$ cat src/hw/rotc_pkg.sv
// Constants and types of the remote output terminal control block
package rotc_pkg;
  // Parameter numbers used on the parameter access port
  localparam logic [9:0] NUM_RETENTION_MODE = 10'h1EF;
  localparam logic [9:0] NUM_DATA_WORD_ONE = 10'h1F0;
  localparam logic [9:0] NUM_DATA_WORD_TWO = 10'h1F1;
  // Retention mode settings
  localparam logic [7:0] MODE_CLR_CLR = 8'h00;
  localparam logic [7:0] MODE_KEEP_CLR = 8'h01;
  localparam logic [7:0] MODE_CLR_KEEP = 8'h0A;
  localparam logic [7:0] MODE_KEEP_KEEP = 8'h0B;
  localparam logic [7:0] MODE_RESET = 8'h00;
  // Terminal function codes of the remote output function
  localparam logic [7:0] FUNC_REMOTE_POS = 8'h60;
  localparam logic [7:0] FUNC_REMOTE_NEG = 8'hC4;
  // Data word layout
  localparam int DATA_W = 12;
  localparam logic [11:0] DATA_RESET = 12'h000;
  localparam logic [11:0] DATA_MAX = 12'hFFF;
  localparam int BIT_RUN = 0;
  localparam int BIT_FU = 1;
  localparam int BIT_ABC = 3;
  localparam int RELAY_LSB = 4;
  localparam int RELAY_N = 3;
  localparam int EXT_LSB = 0;
  localparam int EXT_N = 7;
  localparam int TERM_N = 3;
  localparam int CODE_W = 8;
  // Write selector value that allows setting
  localparam logic [1:0] USER_GROUP_ALL = 2'h0;
  // Start-up sequence
  typedef enum logic [0:0] {ROTC_INIT, ROTC_RUN} rotc_state_type;
endpackage : rotc_pkg

$ cat src/hw/rotc_term_cell.sv
// One output terminal: remote level or its own function by function code
`timescale 1ns/1ps
module rotc_term_cell
  import rotc_pkg::*;
(
  // Terminal setup
  input wire logic [rotc_pkg::CODE_W-1:0] func_code,
  input wire logic own_level,
  // Remote data bit for this terminal
  input wire logic remote_bit,
  // Resulting level
  output logic level
);
  import rotc_pkg::*;

  // Remote function only for the two remote codes
  always_comb
  begin
    if (func_code == FUNC_REMOTE_POS)
      level = remote_bit;
    else if (func_code == FUNC_REMOTE_NEG)
      level = ~remote_bit;
    else
      level = own_level;
  end
endmodule : rotc_term_cell

$ cat src/hw/rotc_top.sv
// Remote output terminal control: data words, retention and terminal drive
`timescale 1ns/1ps
// Summary of operation
// - Mode 0,1,10,11: ones digit retains at power off, tens keeps at reset.
// - Terminal is remote-driven only with function code 96 or 196.
// - Two 12-bit data words; bit 1 turns output on, negative logic inverts.
// - Terminals without remote function follow their own function, except in modes 10 and 11 during a drive reset, where they hold.
// - Modes 0 and 10 clear outputs and both data words at power on.
// - Modes 1 and 11 save data before power off and restore it after.
// - No save on terminal or communication reset; save only at power off.
// - Modes 10 and 11 hold remote outputs unchanged throughout a drive reset.
// - Data words are written from panel-connector link or communication option.
// - Data words accept writes in any mode regardless of write protection.
// - Extension output bits act only with the extension option fitted.
// - Relay option bits act only with the relay option fitted.
// - Setting is allowed only while user group read selection is 0.
module rotc_top
  import rotc_pkg::*;
(
  // Clock and power-on reset
  input wire logic ref_clk,
  input wire logic rst_n,
  // Parameter write access from panel connector or option
  input wire logic panel_wr_en,
  input wire logic option_wr_en,
  input wire logic [9:0] wr_param_num,
  input wire logic [15:0] wr_data,
  output logic wr_ack,
  output logic wr_err,
  // Parameter read access
  input wire logic rd_en,
  input wire logic [9:0] rd_param_num,
  output logic [15:0] rd_data,
  // Drive settings
  input wire logic [1:0] user_group_read_selection,
  input wire logic parameter_write_protection,
  input wire logic [rotc_pkg::TERM_N*rotc_pkg::CODE_W-1:0]
    terminal_function_codes,
  input wire logic [rotc_pkg::TERM_N-1:0] own_function_levels,
  input wire logic ext_option_fitted,
  input wire logic relay_option_fitted,
  // Drive reset and power events
  input wire logic drive_reset,
  input wire logic power_fail,
  // Nonvolatile memory
  input wire logic [7:0] nvm_mode,
  input wire logic [11:0] nvm_word_one,
  input wire logic [11:0] nvm_word_two,
  output logic nvm_save,
  output logic [11:0] nvm_save_one,
  output logic [11:0] nvm_save_two,
  // Terminal outputs
  output logic [rotc_pkg::TERM_N-1:0] terminal_out,
  output logic [rotc_pkg::EXT_N-1:0] extension_output_bits,
  output logic [rotc_pkg::RELAY_N-1:0] relay_option_bits
);
  import rotc_pkg::*;

  rotc_state_type state_r;
  logic [7:0] remote_retention_mode_r;
  logic [11:0] remote_data_word_one_r;
  logic [11:0] remote_data_word_two_r;
  logic [11:0] word_one_nxt;
  logic [11:0] word_two_nxt;
  logic [7:0] mode_nxt;
  logic [TERM_N-1:0] level_nxt;
  logic [TERM_N-1:0] remote_bits;
  logic any_wr;
  logic wr_allowed;
  logic wr_ok;
  logic wr_value_ok;
  logic keep_at_reset;
  logic keep_at_power;
  logic power_fail_d_r;

  // Either link may write; write protection does not gate the data words
  assign any_wr = panel_wr_en | option_wr_en;
  assign wr_allowed = (user_group_read_selection == USER_GROUP_ALL)
    && (state_r == ROTC_RUN) && !drive_reset;

  // Range check per parameter
  always_comb
  begin
    wr_value_ok = 1'b0;
    if (wr_param_num == NUM_RETENTION_MODE)
      wr_value_ok = (wr_data == {8'h00, MODE_CLR_CLR})
        || (wr_data == {8'h00, MODE_KEEP_CLR})
        || (wr_data == {8'h00, MODE_CLR_KEEP})
        || (wr_data == {8'h00, MODE_KEEP_KEEP});
    else if (wr_param_num == NUM_DATA_WORD_ONE
      || wr_param_num == NUM_DATA_WORD_TWO)
      wr_value_ok = (wr_data <= {4'h0, DATA_MAX});
  end

  assign wr_ok = any_wr && wr_allowed && wr_value_ok;

  // Mode decode: ones digit for power off, tens digit for drive reset
  assign keep_at_power = (remote_retention_mode_r == MODE_KEEP_CLR)
    || (remote_retention_mode_r == MODE_KEEP_KEEP);
  assign keep_at_reset = (remote_retention_mode_r == MODE_CLR_KEEP)
    || (remote_retention_mode_r == MODE_KEEP_KEEP);

  // Next values of the stored parameters
  always_comb
  begin
    word_one_nxt = remote_data_word_one_r;
    word_two_nxt = remote_data_word_two_r;
    mode_nxt = remote_retention_mode_r;
    if (state_r == ROTC_INIT)
    begin
      mode_nxt = nvm_mode;
      if ((nvm_mode == MODE_KEEP_CLR) || (nvm_mode == MODE_KEEP_KEEP))
      begin
        word_one_nxt = nvm_word_one;
        word_two_nxt = nvm_word_two;
      end
      else
      begin
        word_one_nxt = DATA_RESET;
        word_two_nxt = DATA_RESET;
      end
    end
    else if (drive_reset)
    begin
      if (!keep_at_reset)
      begin
        word_one_nxt = DATA_RESET;
        word_two_nxt = DATA_RESET;
      end
    end
    else if (wr_ok)
    begin
      if (wr_param_num == NUM_RETENTION_MODE)
        mode_nxt = wr_data[7:0];
      else if (wr_param_num == NUM_DATA_WORD_ONE)
        word_one_nxt = wr_data[11:0];
      else
        word_two_nxt = wr_data[11:0];
    end
  end

  // Start-up: one cycle to pick up nonvolatile contents after release
  always_ff @(posedge ref_clk or negedge rst_n)
  begin
    if (!rst_n)
      state_r <= ROTC_INIT;
    else
      state_r <= ROTC_RUN;
  end

  // Stored parameters
  always_ff @(posedge ref_clk or negedge rst_n)
  begin
    if (!rst_n)
    begin
      remote_retention_mode_r <= MODE_RESET;
      remote_data_word_one_r <= DATA_RESET;
      remote_data_word_two_r <= DATA_RESET;
    end
    else
    begin
      remote_retention_mode_r <= mode_nxt;
      remote_data_word_one_r <= word_one_nxt;
      remote_data_word_two_r <= word_two_nxt;
    end
  end

  // Write answer, one cycle after the request
  always_ff @(posedge ref_clk or negedge rst_n)
  begin
    if (!rst_n)
    begin
      wr_ack <= 1'b0;
      wr_err <= 1'b0;
    end
    else
    begin
      wr_ack <= wr_ok;
      wr_err <= any_wr && !wr_ok;
    end
  end

  // Read answer, one cycle after the request
  always_ff @(posedge ref_clk or negedge rst_n)
  begin
    if (!rst_n)
      rd_data <= 16'h0000;
    else if (rd_en)
    begin
      if (rd_param_num == NUM_RETENTION_MODE)
        rd_data <= {8'h00, remote_retention_mode_r};
      else if (rd_param_num == NUM_DATA_WORD_ONE)
        rd_data <= {4'h0, remote_data_word_one_r};
      else if (rd_param_num == NUM_DATA_WORD_TWO)
        rd_data <= {4'h0, remote_data_word_two_r};
      else
        rd_data <= 16'h0000;
    end
  end

  // Save to nonvolatile memory on the power fail edge only
  always_ff @(posedge ref_clk or negedge rst_n)
  begin
    if (!rst_n)
    begin
      power_fail_d_r <= 1'b0;
      nvm_save <= 1'b0;
      nvm_save_one <= DATA_RESET;
      nvm_save_two <= DATA_RESET;
    end
    else
    begin
      power_fail_d_r <= power_fail;
      nvm_save <= power_fail && !power_fail_d_r && keep_at_power;
      nvm_save_one <= remote_data_word_one_r;
      nvm_save_two <= remote_data_word_two_r;
    end
  end

  // Remote bit of each terminal
  assign remote_bits[0] = word_one_nxt[BIT_RUN];
  assign remote_bits[1] = word_one_nxt[BIT_FU];
  assign remote_bits[2] = word_one_nxt[BIT_ABC];

  // One cell per terminal
  genvar t;
  generate
    for (t = 0; t < TERM_N; t++)
    begin : g_term
      rotc_term_cell u_cell
      (
        .func_code(terminal_function_codes[t*CODE_W +: CODE_W]),
        .own_level(own_function_levels[t]),
        .remote_bit(remote_bits[t]),
        .level(level_nxt[t])
      );
    end
  endgenerate

  // Terminal drive, following the next data value one cycle on
  always_ff @(posedge ref_clk or negedge rst_n)
  begin
    if (!rst_n)
      terminal_out <= '0;
    else if (drive_reset && keep_at_reset && state_r == ROTC_RUN)
      terminal_out <= terminal_out;
    else
      terminal_out <= level_nxt;
  end

  // Option outputs, gated by their options
  always_ff @(posedge ref_clk or negedge rst_n)
  begin
    if (!rst_n)
    begin
      extension_output_bits <= '0;
      relay_option_bits <= '0;
    end
    else if (drive_reset && keep_at_reset && state_r == ROTC_RUN)
    begin
      extension_output_bits <= extension_output_bits;
      relay_option_bits <= relay_option_bits;
    end
    else
    begin
      extension_output_bits <= ext_option_fitted ?
        word_two_nxt[EXT_LSB +: EXT_N] : '0;
      relay_option_bits <= relay_option_fitted ?
        word_one_nxt[RELAY_LSB +: RELAY_N] : '0;
    end
  end
endmodule : rotc_top

$ cat config.mk
export PLATFORM = sky130hd
export DESIGN_NAME = rotc_top
export DESIGN_NICKNAME = d
export VERILOG_FILES = /design/src/hw/rotc_pkg.sv /design/src/hw/rotc_term_cell.sv /design/src/hw/rotc_top.sv
export SDC_FILE = /design/constraint.sdc
export NUM_CORES = 1
export LEC_CHECK = 0
export ABC_AREA = 1
export BUFFER_PORTS_ARGS = -buffer_cell sky130_fd_sc_hd__buf_2
export CORE_MARGIN = 2
export CORE_UTILIZATION = 50
export CTS_BUF_LIST = sky130_fd_sc_hd__clkbuf_4 sky130_fd_sc_hd__clkbuf_8 sky130_fd_sc_hd__clkbuf_16
export DETAILED_ROUTE_END_ITERATION = 8
export GPL_TIMING_DRIVEN = 0
export PLACE_DENSITY = 0.8
export SETUP_SLACK_MARGIN = 0.15
export SYNTH_ARGS = -nofsm -noshare
export SYNTH_HDL_FRONTEND = slang
export SYNTH_SLANG_ARGS = --single-unit
$ cat constraint.sdc
create_clock -name ref_clk -period 3.3 [get_ports ref_clk]
set_clock_uncertainty 0.05 [all_clocks]
set_input_delay 0.165 -clock ref_clk [delete_from_list [all_inputs] [get_ports ref_clk]]
set_output_delay 0.165 -clock ref_clk [all_outputs]
set_load 0.01 [all_outputs]
# Yosys cells after proc, flatten, opt, wreduce, memory -nomap -nowiden
# Index checks and enable logic that the tools add are counted.
# classes
addsub	0
mul	0
div	0
order_cmp	1
eq_ne	28
shifts	0
n_mux	31
bitwise_logic	4
reduce_logical	24
# ops
op	n
2-to-1 mux 12 bit	17
== test 10 x 9 -> 1 bit, second input constant	6
== test 16 x 4 -> 1 bit, second input constant	2
2-to-1 mux 8 bit	4
== test 8 x 4 -> 1 bit, second input constant	3
== test 8 x 7 -> 1 bit, second input constant	3
== test 8 bit, second input constant	3
== test 16 x 1 -> 1 bit, second input constant	1
== test 8 x 1 -> 1 bit, second input constant	2
<= comparator 16 x 12 -> 1 bit, second input constant	1
logical NOT 16 bit	1
logical AND 1 bit	9
inequality test 3 bit, second input constant	3
2-to-1 mux 1 bit	8
AND reduction 4 bit	2
logical OR 1 bit	7
2-to-1 mux 7 bit	1
inequality test 3 x 2 -> 1 bit, second input constant	2
inequality test 2 x 1 -> 1 bit, second input constant	2
logical NOT 1 bit	3
2-to-1 mux 3 bit	1
NOT 1 bit	3
AND reduction 3 bit	1
logical NOT 2 bit	1
2 further kinds	2
# word_totals
regBits	90
latchBits	0
mem_bits_rw	0
rom_bits	0
input_bits	107
output_inout_bits	56
word_cells	104
mem_count	0

# Longest topological paths before layout
# logic_depth
word_depth	12
depth_mapped	17
ltp_nobuf	16

# Hierarchy
# A second synthesis with hierarchy kept.
# unflattened
hier_cells	666
hier_area_um2	4755.8
# by_module_without_submodules
mod	instances	cells_per_inst	area_per_inst_um2	seq_area_each_um2
rotc_top	1	585	4418.0	2152.1
rotc_term_cell	3	27	112.6	0.0

# Worst setup path after synthesis
# OpenSTA, ideal clock, no wires.
# synth_timing
kind	register to register
start	reg state_r
end	reg remote_data_word_one_r[10]
setup_time_ns	0.125
t_arrival_ns	1.560
required_time_ns	3.125
setup_slack_ns	1.565
path_stages_with_launch	10
n_path_buf	1
period_less_slack_ns	1.735
cell_sequence	dfrtp_1 buf_2 nand2_2 nor4_4 and2_1 nand3b_2 nand2_1 o21ai_1 a21oi_2 o21bai_1
# synth_via
elab_chain_len	6
word_cells_on_any_way	10
classes_between	eq/ne (4); mux (1); reduce/logical (5)
# synth_lines
item	line_no	rtl
start: declaration	rotc_top.sv:59	rotc_state_type state_r;
start signal: assignment	rotc_top.sv:146	state_r <= ROTC_INIT;
start signal: assignment	rotc_top.sv:148	state_r <= ROTC_RUN;
logical AND 1 bit (2 in series)	rotc_top.sv:79	&& (state_r == ROTC_RUN) && !drive_reset;
logical AND 1 bit (2 in series)	rotc_top.sv:95	assign wr_ok = any_wr && wr_allowed && wr_value_ok;
inequality test 3 x 2 -> 1 bit (no line)	-	
AND reduction 4 bit (no line)	-	
end signal: assignment	rotc_top.sv:163	remote_data_word_one_r <= word_one_nxt;
end: declaration	rotc_top.sv:61	logic [11:0] remote_data_word_one_r;
# Several ways; a longest one is shown, not always the timed one.
# A chain may end at the register's enable or synchronous reset.

# Worst setup path in the final report
# layout_timing
start	reg remote_retention_mode_r[7]
end	reg extension_output_bits[1] (netlist bit)
# layout_via
elab_chain_len	6
word_cells_on_any_way	9
classes_between	eq/ne (2); mux (4); reduce/logical (3)
# layout_lines
item	line_no	rtl
start: declaration	rotc_top.sv:60	logic [7:0] remote_retention_mode_r;
start signal: assignment	rotc_top.sv:162	remote_retention_mode_r <= mode_nxt;
== test 8 x 4 -> 1 bit, on equally long branches	rotc_top.sv:100, rotc_top.sv:101	
logical OR 1 bit (*)	rotc_top.sv:101	|| (remote_retention_mode_r == MODE_KEEP_KEEP);
2-to-1 mux 12 bit	rotc_top.sv:125	if (!keep_at_reset)
2-to-1 mux 12 bit	rotc_top.sv:123	else if (drive_reset)
2-to-1 mux 12 bit	rotc_top.sv:109	if (state_r == ROTC_INIT)
2-to-1 mux 7 bit	rotc_top.sv:266	extension_output_bits <= ext_option_fitted ?
end signal: assignment	rotc_top.sv:261	extension_output_bits <= extension_output_bits;
end signal: assignment	rotc_top.sv:266	
end: declaration	rotc_top.sv:54	output logic [rotc_pkg::EXT_N-1:0] extension_output_bits,
# Mark *: on every way between the ends. The rest lies on a longest branch, timed or not. The select of a mux whose other input is x is not followed.

==> impl_results.md <==
- Cell count after synthesis: 611
- Final hold vios: 0
- Met2 Routed Length: 6.22 mm
- # H-tree levels: 3
- DR pass1 iterations: 5
- Die H: 99.7 um
- WL final: 12.4 mm
- Layout cell share with drive strength beyond 1: 0.263
- Crit path kind: flop to flop
- Clk root buf: clkbuf_8
- Clock Path Buffers: 2
- Post-route ant nets: 0
- Count leader, synth: nand2_1
- Maximum number of pins on one net before global-route repair: 53
- Least-Margin Pin Slew: 0.635 ns
- Async S/R FF share, synth: 1.00
- Top sig layer: met4
- Most used DFF post-synth: dfrtp_1
- Rel. slew slack: 0.574
- Critical path arrival: 2.60 ns
- Final Max Slew Viols: 0
- Dpl hpwl: 9.73 mm
- Met3 wire len: 825 um
- Status: completed
- Minimum clock period after layout: 2.35 ns
- Place WS: 0.970 ns
- Post-route DRC: 0
- # port buffers: 157
- Chip Width: 99.7 um
- Worst-path clk slew: 0.09 ns
- RD Place Congestion: 0.951
- Avg WL per Cell: 13.6 um
- Setup WS post-layout: 0.951 ns
- Maximum vdd drop: 0.200 mV
- Cts hold-fix bufs: 15
- CTS sink cnt: 86
- Synthesized area: 0.00458 mm2
- Synth top area share: 0.470
- Max-cap violations: 0
- Core Area: 0.00881 mm2
- Nets: 905
- Core Rows: 34
- Setup violators final: 0
- Vias in the first global route: 4,587
- Mean post-synth cell area: 7.49 um2
- DRT met1 WL: 5.02 mm
- Crit path max fanout: 10
- # IOs: 163
- Critical Path Sink Type: flop
- Setup TNS: 0 ns
- Initial DRC Count: 252
- Power per cell area: 346 mW/mm2
- HP Class: input pin to flop
- EDFF count, synth: 0
- CTS tree: done
- Synth top area cells: dfrtp_1 (47%), nand2_1 (17%), inv_1 (6.6%)
- GRT Resource Usage Total: 0.259
- Area leader, netlist: dfrtp_1
- Syn-to-layout area delta: 28.3%
- Sequential area share after synthesis: 0.470
- # diodes: 0
- Max Clk Rate: 0.426 GHz
- First-pass GRT wire length: 20.4 mm
- Cts repair resizes: 0
- Vias: 4,705
- # fillers: 743
- Syn. warnings: 0
- #FFs+latches synth: 86
- Commonest cells post-synth: nand2_1 (206), dfrtp_1 (86), inv_1 (81), nand3_1 (40), nor2_1 (32)
- Worst EP required: 3.55 ns
- Netlist cell types: 38
- WHS: 0.0127 ns
- Die area: 0.00994 mm2
- Pwr Total: 2030 uW
- Final Cycle Share: 0.712
- Postcts setup bufs: 0
- RSZ-0062 raised after global routing: false
- Initial antenna violation count: 0
- Startpoint Class: flop
- Layout Utilization: 0.667
- Worst skew pair latency: 0.36 ns
- Initial core utilization: 0.520
- Drt via density: 5.16
- GRT overflow: 0
- P_leak: 0.00335 uW
- TritonCTS Buffers: 9
## kinds of logic after synthesis
family | Yosys count | share of synthesized area
compound gates | 76 | 0.102
buf+inv | 113 | 0.0989
flops | 86 | 0.470
other cells | 2 | 0.00164
simple gates | 334 | 0.327
## per-layer routing
metal / global-route usage / vias up
met5: 0 / -
met4: 0.100 / 0
met3: 0.0534 / 32
met2: 0.460 / 202
met1: 0.307 / 2153
li1: - / 2318
## where the power goes
part	internal (uW)	switching, uW
clock	296	395
combinational	105	155
sequential	1070	9.36
## critical path, stage by stage, from the launching register on
cell and delay (ns):
dfrtp_1 0.37, inv_1 0.10, nand4_1 0.13, nor3_1 0.32
nand2_1 0.30, nor2_2 0.42, clkbuf_1 0.41, nand2_1 0.10
nand2_1 0.09
## per-stage QoR
| step | area [um2] | instances |
|---|---|---|
| 3_3_place_gp | 5510 | 879 |
| 5_1_grt | 5870 | 911 |
| 2_1_floorplan | 4590 | 614 |
| 3_5_place_dp | 5540 | 880 |
| 6_report | 5870 | 911 |
| 4_1_cts | 5870 | 911 |
## cells in the final DEF, fill, tap and decap left out, types with 6 or more instances in the layout
| master | n |
|---|---|
| clkbuf_8 | 10 |
| o21ai_0 | 13 |
| nand2_1 | 206 |
| inv_1 | 81 |
| dlygate4sd3_1 | 15 |
| nand3_1 | 40 |
| nand4_1 | 17 |
| inv_2 | 6 |
| buf_2 | 161 |
| nor4_1 | 7 |
| o221ai_1 | 8 |
| o21ai_1 | 25 |
| nor2_1 | 32 |
| clkbuf_1 | 9 |
| nor3_1 | 9 |
| dfrtp_1 | 86 |
| o21bai_1 | 13 |
## registers in the layout, indices dropped and copies added, names as in the netlist
register                 count
nvm_save_one                12
nvm_save_two                12
rd_data                     12
remote_data_word_one_r      12
remote_data_word_two_r      12
remote_retention_mode_r      8
extension_output_bits        7
relay_option_bits            3
terminal_out                 3
nvm_save                     1
power_fail_d_r               1
state_r                      1
wr_ack                       1
wr_err                       1
## final cells by class
type	count	area (um2)	share of cell area
Sequential cell	86	2150	0.366
Timing Repair Buffer	173	966	0.164
Tap cell	108	135	0.0230
Clock inverter	6	45.0	0.00767
Inverter	92	345	0.0588
Multi-Input combinational cell	415	1980	0.338
Clock buffer	10	138	0.0234
Buffer	21	108	0.0183
## worst paths after layout
path                                             endpoint  cells past startpoint  slack, ns                        from
worst max-delay path             extension_output_bits[1]                      8       0.95  remote_retention_mode_r[7]
worst min-delay path            remote_data_word_two_r[2]                      3       0.01             nvm_word_two[2]
max in group asynchronous        extension_output_bits[5]                      3       2.36                       rst_n
worst min register to register           nvm_save_two[10]                      0       0.33  remote_data_word_two_r[10]
min in group asynchronous                nvm_save_one[11]                      2       0.25                       rst_n
worst max register to register   extension_output_bits[1]                      8       0.95  remote_retention_mode_r[7]
No activity file was read; power rests on OpenSTA's default activity.
